--- src/rtl/dpmb_end.sv ---
// Closing file of the design list; it holds no logic.
// Assumes nothing of its surroundings.
`timescale 1ns/1ns
`default_nettype none
`default_nettype wire

--- src/rtl/dpmb_pkg.sv ---
// Constants, encodings and register map for the dual-port mailbox host controller.
// Assumes a 10 MHz clock and one port of an asynchronous dual-port memory on the pins.
// Contract
// - Right host clears its interrupt by reading the top address; device releases it.
// - Depth expansion ANDs the collision outputs of all devices together.
// - A host seeing collision stalls its access until the other side finishes; the controller stalls only memory accesses, never flag accesses.
// - Flag access uses chip select high and flag select low; memory the opposite.
package dpmb_pkg;
  localparam int ADDR_W = 15;
  localparam int DATA_W = 8;
  localparam int FLAG_IDX_W = 3;
  localparam logic [ADDR_W-1:0] MBOX_LEFT = 15'h7FFE;
  localparam logic [ADDR_W-1:0] MBOX_RIGHT = 15'h7FFF;

  localparam logic [7:0] REG_CMD = 8'h00;
  localparam logic [7:0] REG_ADDR = 8'h04;
  localparam logic [7:0] REG_WDATA = 8'h08;
  localparam logic [7:0] REG_RDATA = 8'h0C;
  localparam logic [7:0] REG_STATUS = 8'h10;

  localparam logic [2:0] OP_MEM_RD = 3'h0;
  localparam logic [2:0] OP_MEM_WR = 3'h1;
  localparam logic [2:0] OP_FLAG_RD = 3'h2;
  localparam logic [2:0] OP_FLAG_WR = 3'h3;
  localparam logic [2:0] OP_MBOX_SEND = 3'h4;
  localparam logic [2:0] OP_MBOX_CLR = 3'h5;
  localparam logic [2:0] OP_FLAG_TAKE = 3'h6;

  localparam int ST_BIT_BUSY = 0;
  localparam int ST_BIT_DONE = 1;
  localparam int ST_BIT_IRQ = 2;
  localparam int ST_BIT_COLL = 3;
  localparam int ST_BIT_GRANT = 4;

  localparam logic [1:0] RESP_OKAY = 2'h0;
  localparam logic [1:0] RESP_DECERR = 2'h3;

  localparam int CLK_HZ = 10000000;
  localparam int STROBE_NS = 55;
  localparam int STROBE_CYC_RAW = (STROBE_NS * (CLK_HZ / 1000000) + 999) / 1000;
  localparam int STROBE_CYC = (STROBE_CYC_RAW < 1) ? 1 : STROBE_CYC_RAW;
  localparam logic [7:0] STROBE_LAST = 8'(STROBE_CYC - 1);

  typedef enum logic [1:0] {ST_IDLE, ST_SETUP, ST_STROBE, ST_RELEASE} dpmb_state_t;
endpackage : dpmb_pkg

--- src/rtl/dpmb_axil_regs.sv ---
// AXI4-Lite slave holding the command, address, data and status registers.
// Assumes one clock; the access sequencer reports completion as one-cycle pulses.
`timescale 1ns/1ns
`default_nettype none
module dpmb_axil_regs
  import dpmb_pkg::*;
(
  input wire logic clock,
  input wire logic rst_n,
  input wire logic [7:0] awaddr,
  input wire logic awvalid,
  output logic awready,
  input wire logic [31:0] wdata,
  input wire logic [3:0] wstrb,
  input wire logic wvalid,
  output logic wready,
  output logic [1:0] bresp,
  output logic bvalid,
  input wire logic bready,
  input wire logic [7:0] araddr,
  input wire logic arvalid,
  output logic arready,
  output logic [31:0] rdata,
  output logic [1:0] rresp,
  output logic rvalid,
  input wire logic rready,
  output logic cmdValid,
  output logic [2:0] cmdOp,
  output logic [ADDR_W-1:0] cmdAddr,
  output logic [DATA_W-1:0] cmdWdata,
  input wire logic opBusy,
  input wire logic opDone,
  input wire logic collEvent,
  input wire logic irqActive,
  input wire logic grant,
  input wire logic [DATA_W-1:0] rdByte
);
  logic [7:0] awAddrQ;
  logic [31:0] wDataQ;
  logic [3:0] wStrbQ;
  logic awHeldQ, wHeldQ, doneQ, collQ;
  logic doWrite;
  logic clrDone, clrColl;

  assign doWrite = awHeldQ && wHeldQ && !bvalid;
  assign clrDone = doWrite && awAddrQ == REG_STATUS && wStrbQ[0] && wDataQ[ST_BIT_DONE];
  assign clrColl = doWrite && awAddrQ == REG_STATUS && wStrbQ[0] && wDataQ[ST_BIT_COLL];

  always_ff @(posedge clock) begin
    if (!rst_n) begin
      awHeldQ <= 1'b0;
      wHeldQ <= 1'b0;
      awAddrQ <= 8'h00;
      wDataQ <= 32'h0000_0000;
      wStrbQ <= 4'h0;
      awready <= 1'b0;
      wready <= 1'b0;
      bvalid <= 1'b0;
      bresp <= RESP_OKAY;
    end else begin
      awready <= !awHeldQ && !(awvalid && awready) && !bvalid;
      wready <= !wHeldQ && !(wvalid && wready) && !bvalid;
      if (awvalid && awready) begin
        awHeldQ <= 1'b1;
        awAddrQ <= awaddr;
      end
      if (wvalid && wready) begin
        wHeldQ <= 1'b1;
        wDataQ <= wdata;
        wStrbQ <= wstrb;
      end
      if (doWrite) begin
        awHeldQ <= 1'b0;
        wHeldQ <= 1'b0;
        bvalid <= 1'b1;
        bresp <= (awAddrQ == REG_CMD || awAddrQ == REG_ADDR || awAddrQ == REG_WDATA ||
                  awAddrQ == REG_STATUS || awAddrQ == REG_RDATA) ? RESP_OKAY : RESP_DECERR;
      end else if (bvalid && bready) begin
        bvalid <= 1'b0;
      end
    end
  end

  always_ff @(posedge clock) begin
    if (!rst_n) begin
      cmdValid <= 1'b0;
      cmdOp <= OP_MEM_RD;
      cmdAddr <= '0;
      cmdWdata <= '0;
    end else begin
      cmdValid <= doWrite && awAddrQ == REG_CMD && wStrbQ[0] && !opBusy;
      if (doWrite && awAddrQ == REG_CMD && wStrbQ[0] && !opBusy) begin
        cmdOp <= wDataQ[2:0];
      end
      if (doWrite && awAddrQ == REG_ADDR && !opBusy) begin
        if (wStrbQ[0]) cmdAddr[7:0] <= wDataQ[7:0];
        if (wStrbQ[1]) cmdAddr[ADDR_W-1:8] <= wDataQ[ADDR_W-1:8];
      end
      if (doWrite && awAddrQ == REG_WDATA && wStrbQ[0] && !opBusy) begin
        cmdWdata <= wDataQ[DATA_W-1:0];
      end
    end
  end

  // Sticky flags: a new event in the clearing cycle wins.
  always_ff @(posedge clock) begin
    if (!rst_n) begin
      doneQ <= 1'b0;
      collQ <= 1'b0;
    end else begin
      doneQ <= opDone || (doneQ && !clrDone);
      collQ <= collEvent || (collQ && !clrColl);
    end
  end

  always_ff @(posedge clock) begin
    if (!rst_n) begin
      arready <= 1'b0;
      rvalid <= 1'b0;
      rdata <= 32'h0000_0000;
      rresp <= RESP_OKAY;
    end else begin
      arready <= !rvalid && !(arvalid && arready);
      if (arvalid && arready) begin
        rvalid <= 1'b1;
        rresp <= RESP_OKAY;
        rdata <= 32'h0000_0000;
        case (araddr)
          REG_CMD: rdata[2:0] <= cmdOp;
          REG_ADDR: rdata[ADDR_W-1:0] <= cmdAddr;
          REG_WDATA: rdata[DATA_W-1:0] <= cmdWdata;
          REG_RDATA: rdata[DATA_W-1:0] <= rdByte;
          REG_STATUS: begin
            rdata[ST_BIT_BUSY] <= opBusy;
            rdata[ST_BIT_DONE] <= doneQ;
            rdata[ST_BIT_IRQ] <= irqActive;
            rdata[ST_BIT_COLL] <= collQ;
            rdata[ST_BIT_GRANT] <= grant;
          end
          default: rresp <= RESP_DECERR;
        endcase
      end else if (rvalid && rready) begin
        rvalid <= 1'b0;
      end
    end
  end
endmodule : dpmb_axil_regs
`default_nettype wire

--- src/rtl/dpmb_port_ctrl.sv ---
// Host controller for one port of a dual-port memory with mailboxes and flags.
// Assumes pin inputs synchronous to the clock and device access times under one period.
//
// Design decisions made here: the address map and register access over AXI4-Lite.
`timescale 1ns/1ns
`default_nettype none
module dpmb_port_ctrl
  import dpmb_pkg::*;
#(
  parameter bit LEFT_PORT = 1'b1,
  parameter int NBUSY = 1
) (
  input wire logic clock,
  input wire logic rst_n,
  input wire logic [7:0] awaddr,
  input wire logic awvalid,
  output logic awready,
  input wire logic [31:0] wdata,
  input wire logic [3:0] wstrb,
  input wire logic wvalid,
  output logic wready,
  output logic [1:0] bresp,
  output logic bvalid,
  input wire logic bready,
  input wire logic [7:0] araddr,
  input wire logic arvalid,
  output logic arready,
  output logic [31:0] rdata,
  output logic [1:0] rresp,
  output logic rvalid,
  input wire logic rready,
  output logic [ADDR_W-1:0] memAddr,
  output logic chipSelN,
  output logic flag_space_select_n,
  output logic outEnN,
  output logic readWriteN,
  output logic [DATA_W-1:0] dataOut,
  output logic dataOe,
  input wire logic [DATA_W-1:0] dataIn,
  input wire logic [NBUSY-1:0] collisionInN,
  input wire logic mailboxIrqN
);
  localparam logic [ADDR_W-1:0] OWN_MBOX = LEFT_PORT ? MBOX_LEFT : MBOX_RIGHT;
  localparam logic [ADDR_W-1:0] PEER_MBOX = LEFT_PORT ? MBOX_RIGHT : MBOX_LEFT;

  dpmb_state_t stateQ;
  logic [2:0] opQ;
  logic phaseQ;
  logic [7:0] cntQ;
  logic [DATA_W-1:0] rdByteQ;
  logic doneQ, collEvQ, grantQ, irqQ;
  logic cmdValid;
  logic [2:0] cmdOp;
  logic [ADDR_W-1:0] cmdAddr;
  logic [DATA_W-1:0] cmdWdata;
  logic busyN, isFlag, isWrite, stalled;
  logic [ADDR_W-1:0] pinAddr;
  logic [DATA_W-1:0] pinData;

  assign busyN = &collisionInN;
  assign isFlag = opQ == OP_FLAG_RD || opQ == OP_FLAG_WR || opQ == OP_FLAG_TAKE;
  assign isWrite = opQ == OP_MEM_WR || opQ == OP_FLAG_WR || opQ == OP_MBOX_SEND ||
                   (opQ == OP_FLAG_TAKE && !phaseQ);
  assign stalled = !busyN && !isFlag;

  always_comb begin
    pinAddr = cmdAddr;
    pinData = cmdWdata;
    case (opQ)
      OP_MBOX_SEND: pinAddr = PEER_MBOX;
      OP_MBOX_CLR: pinAddr = OWN_MBOX;
      OP_FLAG_RD, OP_FLAG_WR, OP_FLAG_TAKE: begin
        pinAddr = {{(ADDR_W-FLAG_IDX_W){1'b0}}, cmdAddr[FLAG_IDX_W-1:0]};
        pinData = {{(DATA_W-1){1'b0}}, (opQ == OP_FLAG_WR) ? cmdWdata[0] : 1'b0};
      end
      default: begin
        pinAddr = cmdAddr;
        pinData = cmdWdata;
      end
    endcase
  end

  dpmb_axil_regs u_regs (
    .clock(clock),
    .rst_n(rst_n),
    .awaddr(awaddr),
    .awvalid(awvalid),
    .awready(awready),
    .wdata(wdata),
    .wstrb(wstrb),
    .wvalid(wvalid),
    .wready(wready),
    .bresp(bresp),
    .bvalid(bvalid),
    .bready(bready),
    .araddr(araddr),
    .arvalid(arvalid),
    .arready(arready),
    .rdata(rdata),
    .rresp(rresp),
    .rvalid(rvalid),
    .rready(rready),
    .cmdValid(cmdValid),
    .cmdOp(cmdOp),
    .cmdAddr(cmdAddr),
    .cmdWdata(cmdWdata),
    .opBusy(stateQ != ST_IDLE || cmdValid),
    .opDone(doneQ),
    .collEvent(collEvQ),
    .irqActive(irqQ),
    .grant(grantQ),
    .rdByte(rdByteQ)
  );

  // Access sequencer: setup, strobe (stretched while collision is low, except on flag accesses), release.
  always_ff @(posedge clock) begin
    if (!rst_n) begin
      stateQ <= ST_IDLE;
      opQ <= OP_MEM_RD;
      phaseQ <= 1'b0;
      cntQ <= 8'h00;
    end else begin
      case (stateQ)
        ST_IDLE: begin
          phaseQ <= 1'b0;
          if (cmdValid) begin
            opQ <= cmdOp;
            stateQ <= ST_SETUP;
          end
        end
        ST_SETUP: begin
          cntQ <= 8'h00;
          stateQ <= ST_STROBE;
        end
        ST_STROBE: begin
          if (stalled) begin
            cntQ <= 8'h00;
          end else if (cntQ == STROBE_LAST) begin
            stateQ <= ST_RELEASE;
          end else begin
            cntQ <= cntQ + 8'h01;
          end
        end
        ST_RELEASE: begin
          if (opQ == OP_FLAG_TAKE && !phaseQ) begin
            phaseQ <= 1'b1;
            stateQ <= ST_SETUP;
          end else begin
            stateQ <= ST_IDLE;
          end
        end
        default: stateQ <= ST_IDLE;
      endcase
    end
  end

  // Pin drive; idle keeps both selects high so the port is in standby.
  always_ff @(posedge clock) begin
    if (!rst_n) begin
      memAddr <= '0;
      chipSelN <= 1'b1;
      flag_space_select_n <= 1'b1;
      outEnN <= 1'b1;
      readWriteN <= 1'b1;
      dataOut <= '0;
      dataOe <= 1'b0;
    end else begin
      case (stateQ)
        ST_SETUP: begin
          memAddr <= pinAddr;
          chipSelN <= isFlag;
          flag_space_select_n <= !isFlag;
          dataOut <= pinData;
          dataOe <= isWrite;
          readWriteN <= !isWrite;
          outEnN <= isWrite;
        end
        ST_STROBE: begin
          if (!stalled && cntQ == STROBE_LAST) begin
            chipSelN <= 1'b1;
            flag_space_select_n <= 1'b1;
            outEnN <= 1'b1;
            readWriteN <= 1'b1;
            dataOe <= 1'b0;
          end
        end
        default: begin
          chipSelN <= 1'b1;
          flag_space_select_n <= 1'b1;
          outEnN <= 1'b1;
          readWriteN <= 1'b1;
          dataOe <= 1'b0;
        end
      endcase
    end
  end

  // Read capture, grant result, completion and collision events.
  always_ff @(posedge clock) begin
    if (!rst_n) begin
      rdByteQ <= '0;
      grantQ <= 1'b0;
      doneQ <= 1'b0;
      collEvQ <= 1'b0;
      irqQ <= 1'b0;
    end else begin
      irqQ <= !mailboxIrqN;
      collEvQ <= stateQ == ST_STROBE && !busyN;
      doneQ <= stateQ == ST_RELEASE && !(opQ == OP_FLAG_TAKE && !phaseQ);
      if (stateQ == ST_STROBE && !stalled && cntQ == STROBE_LAST && !isWrite) begin
        rdByteQ <= dataIn;
        if (opQ == OP_FLAG_TAKE) grantQ <= !dataIn[0];
      end
    end
  end
endmodule : dpmb_port_ctrl
`default_nettype wire

--- config.mk ---
export PLATFORM = sky130hd
export DESIGN_NAME = dpmb_port_ctrl
export DESIGN_NICKNAME = d
export VERILOG_FILES = /design/src/rtl/dpmb_end.sv /design/src/rtl/dpmb_pkg.sv /design/src/rtl/dpmb_axil_regs.sv /design/src/rtl/dpmb_port_ctrl.sv
export SDC_FILE = /design/constraint.sdc
export NUM_CORES = 1
export LEC_CHECK = 0
export ABC_AREA = 1
export BUFFER_PORTS_ARGS = -buffer_cell sky130_fd_sc_hd__buf_4
export CORE_UTILIZATION = 30
export DETAILED_ROUTE_END_ITERATION = 6
export PLACE_DENSITY = 0.53
export SLEW_MARGIN = 20
export SYNTH_ARGS = -nofsm -noshare
export SYNTH_HDL_FRONTEND = slang
export SYNTH_SLANG_ARGS = --single-unit
--- constraint.sdc ---
create_clock -name clock -period 4.25 [get_ports clock]
set_input_delay 0.6375 -clock clock [delete_from_list [all_inputs] [get_ports clock]]
set_output_delay 0.6375 -clock clock [all_outputs]
set_load 0.02 [all_outputs]
==> metrics <==
reg-to-reg endpoint cntQ[1]; setup total negative slack 0 ns; sequential-to-total area share from yosys stat 0.452; highest clock frequency the design can meet 475 MHz; total area of sequential cells 0.00264 mm^2; library cell with the highest instance count after synthesis sky130_fd_sc_hd__nand2_1; critical register-to-register path startpoint stateQ[1]; count of cells along the worst register-to-register path 9; number of global-route vias before repair 4,584; relative contribution of combinational cells to total power 0.192; number of clock sinks 132; shortest clock period the worst path allows after layout 2.11 ns; Peak VDD IR 253 uV; average wire per standard cell 13.1 um; DIE AREA 0.0201 mm^2; input/output buffers 101; diode count 0; Synth Flop Type sky130_fd_sc_hd__dfxtp_1; Syn Inst Count 796; non-filler cells in the finished layout 1,158; floorplan core area 0.0189 mm^2; post-route clock period utilization 0.495; fraction of layout instances using a drive strength above 1 0.208; wire length of the first global-routing pass 24.6 mm; global routing usage summed across all routing layers 0.159; remaining antenna violation count after routing 0; count of unique library cells instantiated by Yosys 44; outcome complete, no violations; clock edge transition at the registers on the reported setup and hold paths 0.06 ns; ranking of synthesized cells by instance count sky130_fd_sc_hd__nand2_1, sky130_fd_sc_hd__dfxtp_1, sky130_fd_sc_hd__nor2_1; gpl congestion 0.786; Req. time, crit path 4.61 ns; netlist area before placement 0.00585 mm^2; proportion of total power due to net switching 0.316; effective utilization at floorplan 0.309; Detailed Place HPWL 10.9 mm; count of hold buffers inserted by post-cts repair 0; height of the die 142 um; startpoint type of the worst setup path flop; Max Transition Viols Final 0; termination of the worst setup path cntQ[1]; NetSw 1.09 mW; setup slack of the most critical reg-to-reg path 2.14 ns; DRC violation total after the first TritonRoute iteration 362; antenna violations before repair 0; Critical Path AT 2.46 ns; Critical Path Sink Type flop; count of yosys warnings during synthesis 0; clock tree from TritonCTS built; hold violation total from the final report 0; number of enable flip-flop cells after synthesis 0; Pre-antenna DRT Iters 5; post-route cell area 0.00728 mm^2; P&R area growth vs syn 24.5%; Max transition margin 0.323; area taken by multi-input logic gates 0.00266 mm^2; I/O pins 138; H-tree depth 4; ys async rst share 0; Final Skew 0.00910 ns; clock root cell sky130_fd_sc_hd__clkbuf_16; maximum number of pins on one net before global-route repair 79; leading area contributor after synthesis sky130_fd_sc_hd__dfxtp_1; net count reported at finish 961; internal power summed over all cells 2.35 mW; Hold WS 0.375 ns; buffers from clock root to sink, at most 2; relative contribution of sequential cells to total power 0.399; average via count per standard cell 4.38; number of buffers created by CTS 17; mean area per synthesized cell 7.35 um^2; ratio of total power to cell area 472 mW/mm^2; number of failing setup endpoints in the final timing report 0; total DRC errors in the routed layout 0; Rows 50; via count 5,076; flops & latches, synth 132; count of fill cells added during filler insertion 2,048; total cell area at the placement stage 0.00671 mm^2; die outline width 142 um; part of the total power dissipated in the clock network 0.409; crit path from stateQ[1]; share of Yosys cell area claimed by the top area cell type 0.452; unrepaired setup endpoints after global routing no; worst setup path category flop to flop; clock insertion delay at the later pin of the skew report 0.42 ns; Routed WL 15.1 mm; Static Leak 3.16 nW; max-cap violations 0; buffers inserted during post-CTS setup optimization 0; pin slew with the least headroom to its limit 1.01 ns; placed insts 1,126; top fanout value on the critical path 23; biggest area contributors in the synthesized netlist sky130_fd_sc_hd__dfxtp_1, sky130_fd_sc_hd__nand2_1, sky130_fd_sc_hd__nor2_1; count of cells resized by post-cts repair 0; Remaining Overflow, GRT 0; kind of path behind the tightest hold check primary input to flop; overall power consumption 3.43 mW
## area by class of cell
class                   instances  area share
inverters                      81      0.0426
multi-input cells             550       0.365
well taps                     260      0.0447
clock inverters                13      0.0175
flip-flops and latches        132       0.363
repair buffers                103       0.106
clock buffers                  19      0.0609
## worst max-delay path, cell delays in order (launching register included)
cell and delay, ns:
sky130_fd_sc_hd__dfxtp_1 0.39, sky130_fd_sc_hd__inv_1 0.10, sky130_fd_sc_hd__ha_1 0.33, sky130_fd_sc_hd__inv_1 0.57
sky130_fd_sc_hd__nand2_1 0.19, sky130_fd_sc_hd__nand2_2 0.21, sky130_fd_sc_hd__inv_2 0.06, sky130_fd_sc_hd__nand2_1 0.05
sky130_fd_sc_hd__nand2_1 0.04, sky130_fd_sc_hd__nor2_1 0.10
## cells in the final DEF (no fill, tap or decap), types with 3 or more instances in the layout
cell,netlist,layout
sky130_fd_sc_hd__nand3_1,44,44
sky130_fd_sc_hd__o21ai_0,49,49
sky130_fd_sc_hd__ha_1,7,7
sky130_fd_sc_hd__conb_1,1,17
sky130_fd_sc_hd__clkinv_4,0,3
sky130_fd_sc_hd__a31oi_1,11,11
sky130_fd_sc_hd__nor4_1,3,3
sky130_fd_sc_hd__nor2_8,4,4
sky130_fd_sc_hd__dfxtp_1,132,132
sky130_fd_sc_hd__a21oi_1,53,53
sky130_fd_sc_hd__clkinvlp_4,0,6
sky130_fd_sc_hd__nor3_2,3,3
sky130_fd_sc_hd__o21ai_1,9,9
sky130_fd_sc_hd__inv_1,67,67
sky130_fd_sc_hd__buf_4,20,103
sky130_fd_sc_hd__clkbuf_16,0,17
sky130_fd_sc_hd__inv_6,0,3
sky130_fd_sc_hd__nor2_2,20,20
sky130_fd_sc_hd__nor2_1,102,102
sky130_fd_sc_hd__inv_2,9,9
sky130_fd_sc_hd__nand2_1,190,190
sky130_fd_sc_hd__nand2_2,5,5
sky130_fd_sc_hd__nand4_1,10,10
sky130_fd_sc_hd__nor3_1,4,4
## sequential cells by signal, indices dropped and copies added, names as in the netlist, 2 cells and up
register	count
u_regs.cmdAddr	15
opQ	3
stateQ	2
cntQ	8
memAddr	15
u_regs.cmdOp	3
u_regs.wStrbQ	2
u_regs.cmdWdata	8
dataOut	8
rdByteQ	8
u_regs.wDataQ	15
u_regs.rdata	15
u_regs.awAddrQ	8
## worst min-delay path by stage
stage / startpoint / to / slack (ns) / cells after the start
floorplan: collEvQ / u_regs.collQ / 0.41 / 2
global placement: doneQ / u_regs.doneQ / 0.43 / 2
detailed placement: doneQ / u_regs.doneQ / 0.43 / 2
CTS: mailboxIrqN / irqQ / 0.36 / 2
global route: mailboxIrqN / irqQ / 0.36 / 2
finish: mailboxIrqN / irqQ / 0.38 / 2
## cell families (layout without fill, tap and decap cells)
family	after synthesis	after routing	share of synthesized area
AO/OA/AOI/OAI	130	130	0.118
other	1	17	0.000641
multiplexers	2	2	0.00342
buffers and inverters	130	216	0.104
AND/OR/NAND/NOR	394	394	0.307
adder cells (fa/ha/maj)	7	7	0.0150
flip-flops	132	132	0.452
## through the flow
step | utilization | setup WS [ns]
global placement | 0.355 | 1.98
finish | 0.385 | 2.14
detailed placement | 0.355 | 1.98
CTS | 0.385 | 2.13
floorplan | - | 2.65
global route | 0.385 | 1.90
## power groups by stage
stage | clock network [mW] | logic, mW | registers, mW
global placement | 0 | 0.670 | 1.40
detailed placement | 0 | 0.669 | 1.40
floorplan | 0 | 0.486 | 1.40
CTS | 1.44 | 0.668 | 1.37
finish | 1.41 | 0.659 | 1.37
global route | 1.50 | 0.758 | 1.38
## metal layers
layer | vias up | track usage | part of all wire
li1 | 2697 | - | -
met1 | 2255 | 0.236 | 0.53
met2 | 117 | 0.227 | 0.42
met3 | 7 | 0.0361 | 0.042
met4 | 0 | 0.0475 | 0.0071
met5 | - | 0 | 0
No activity file was read; power rests on OpenSTA's default activity.
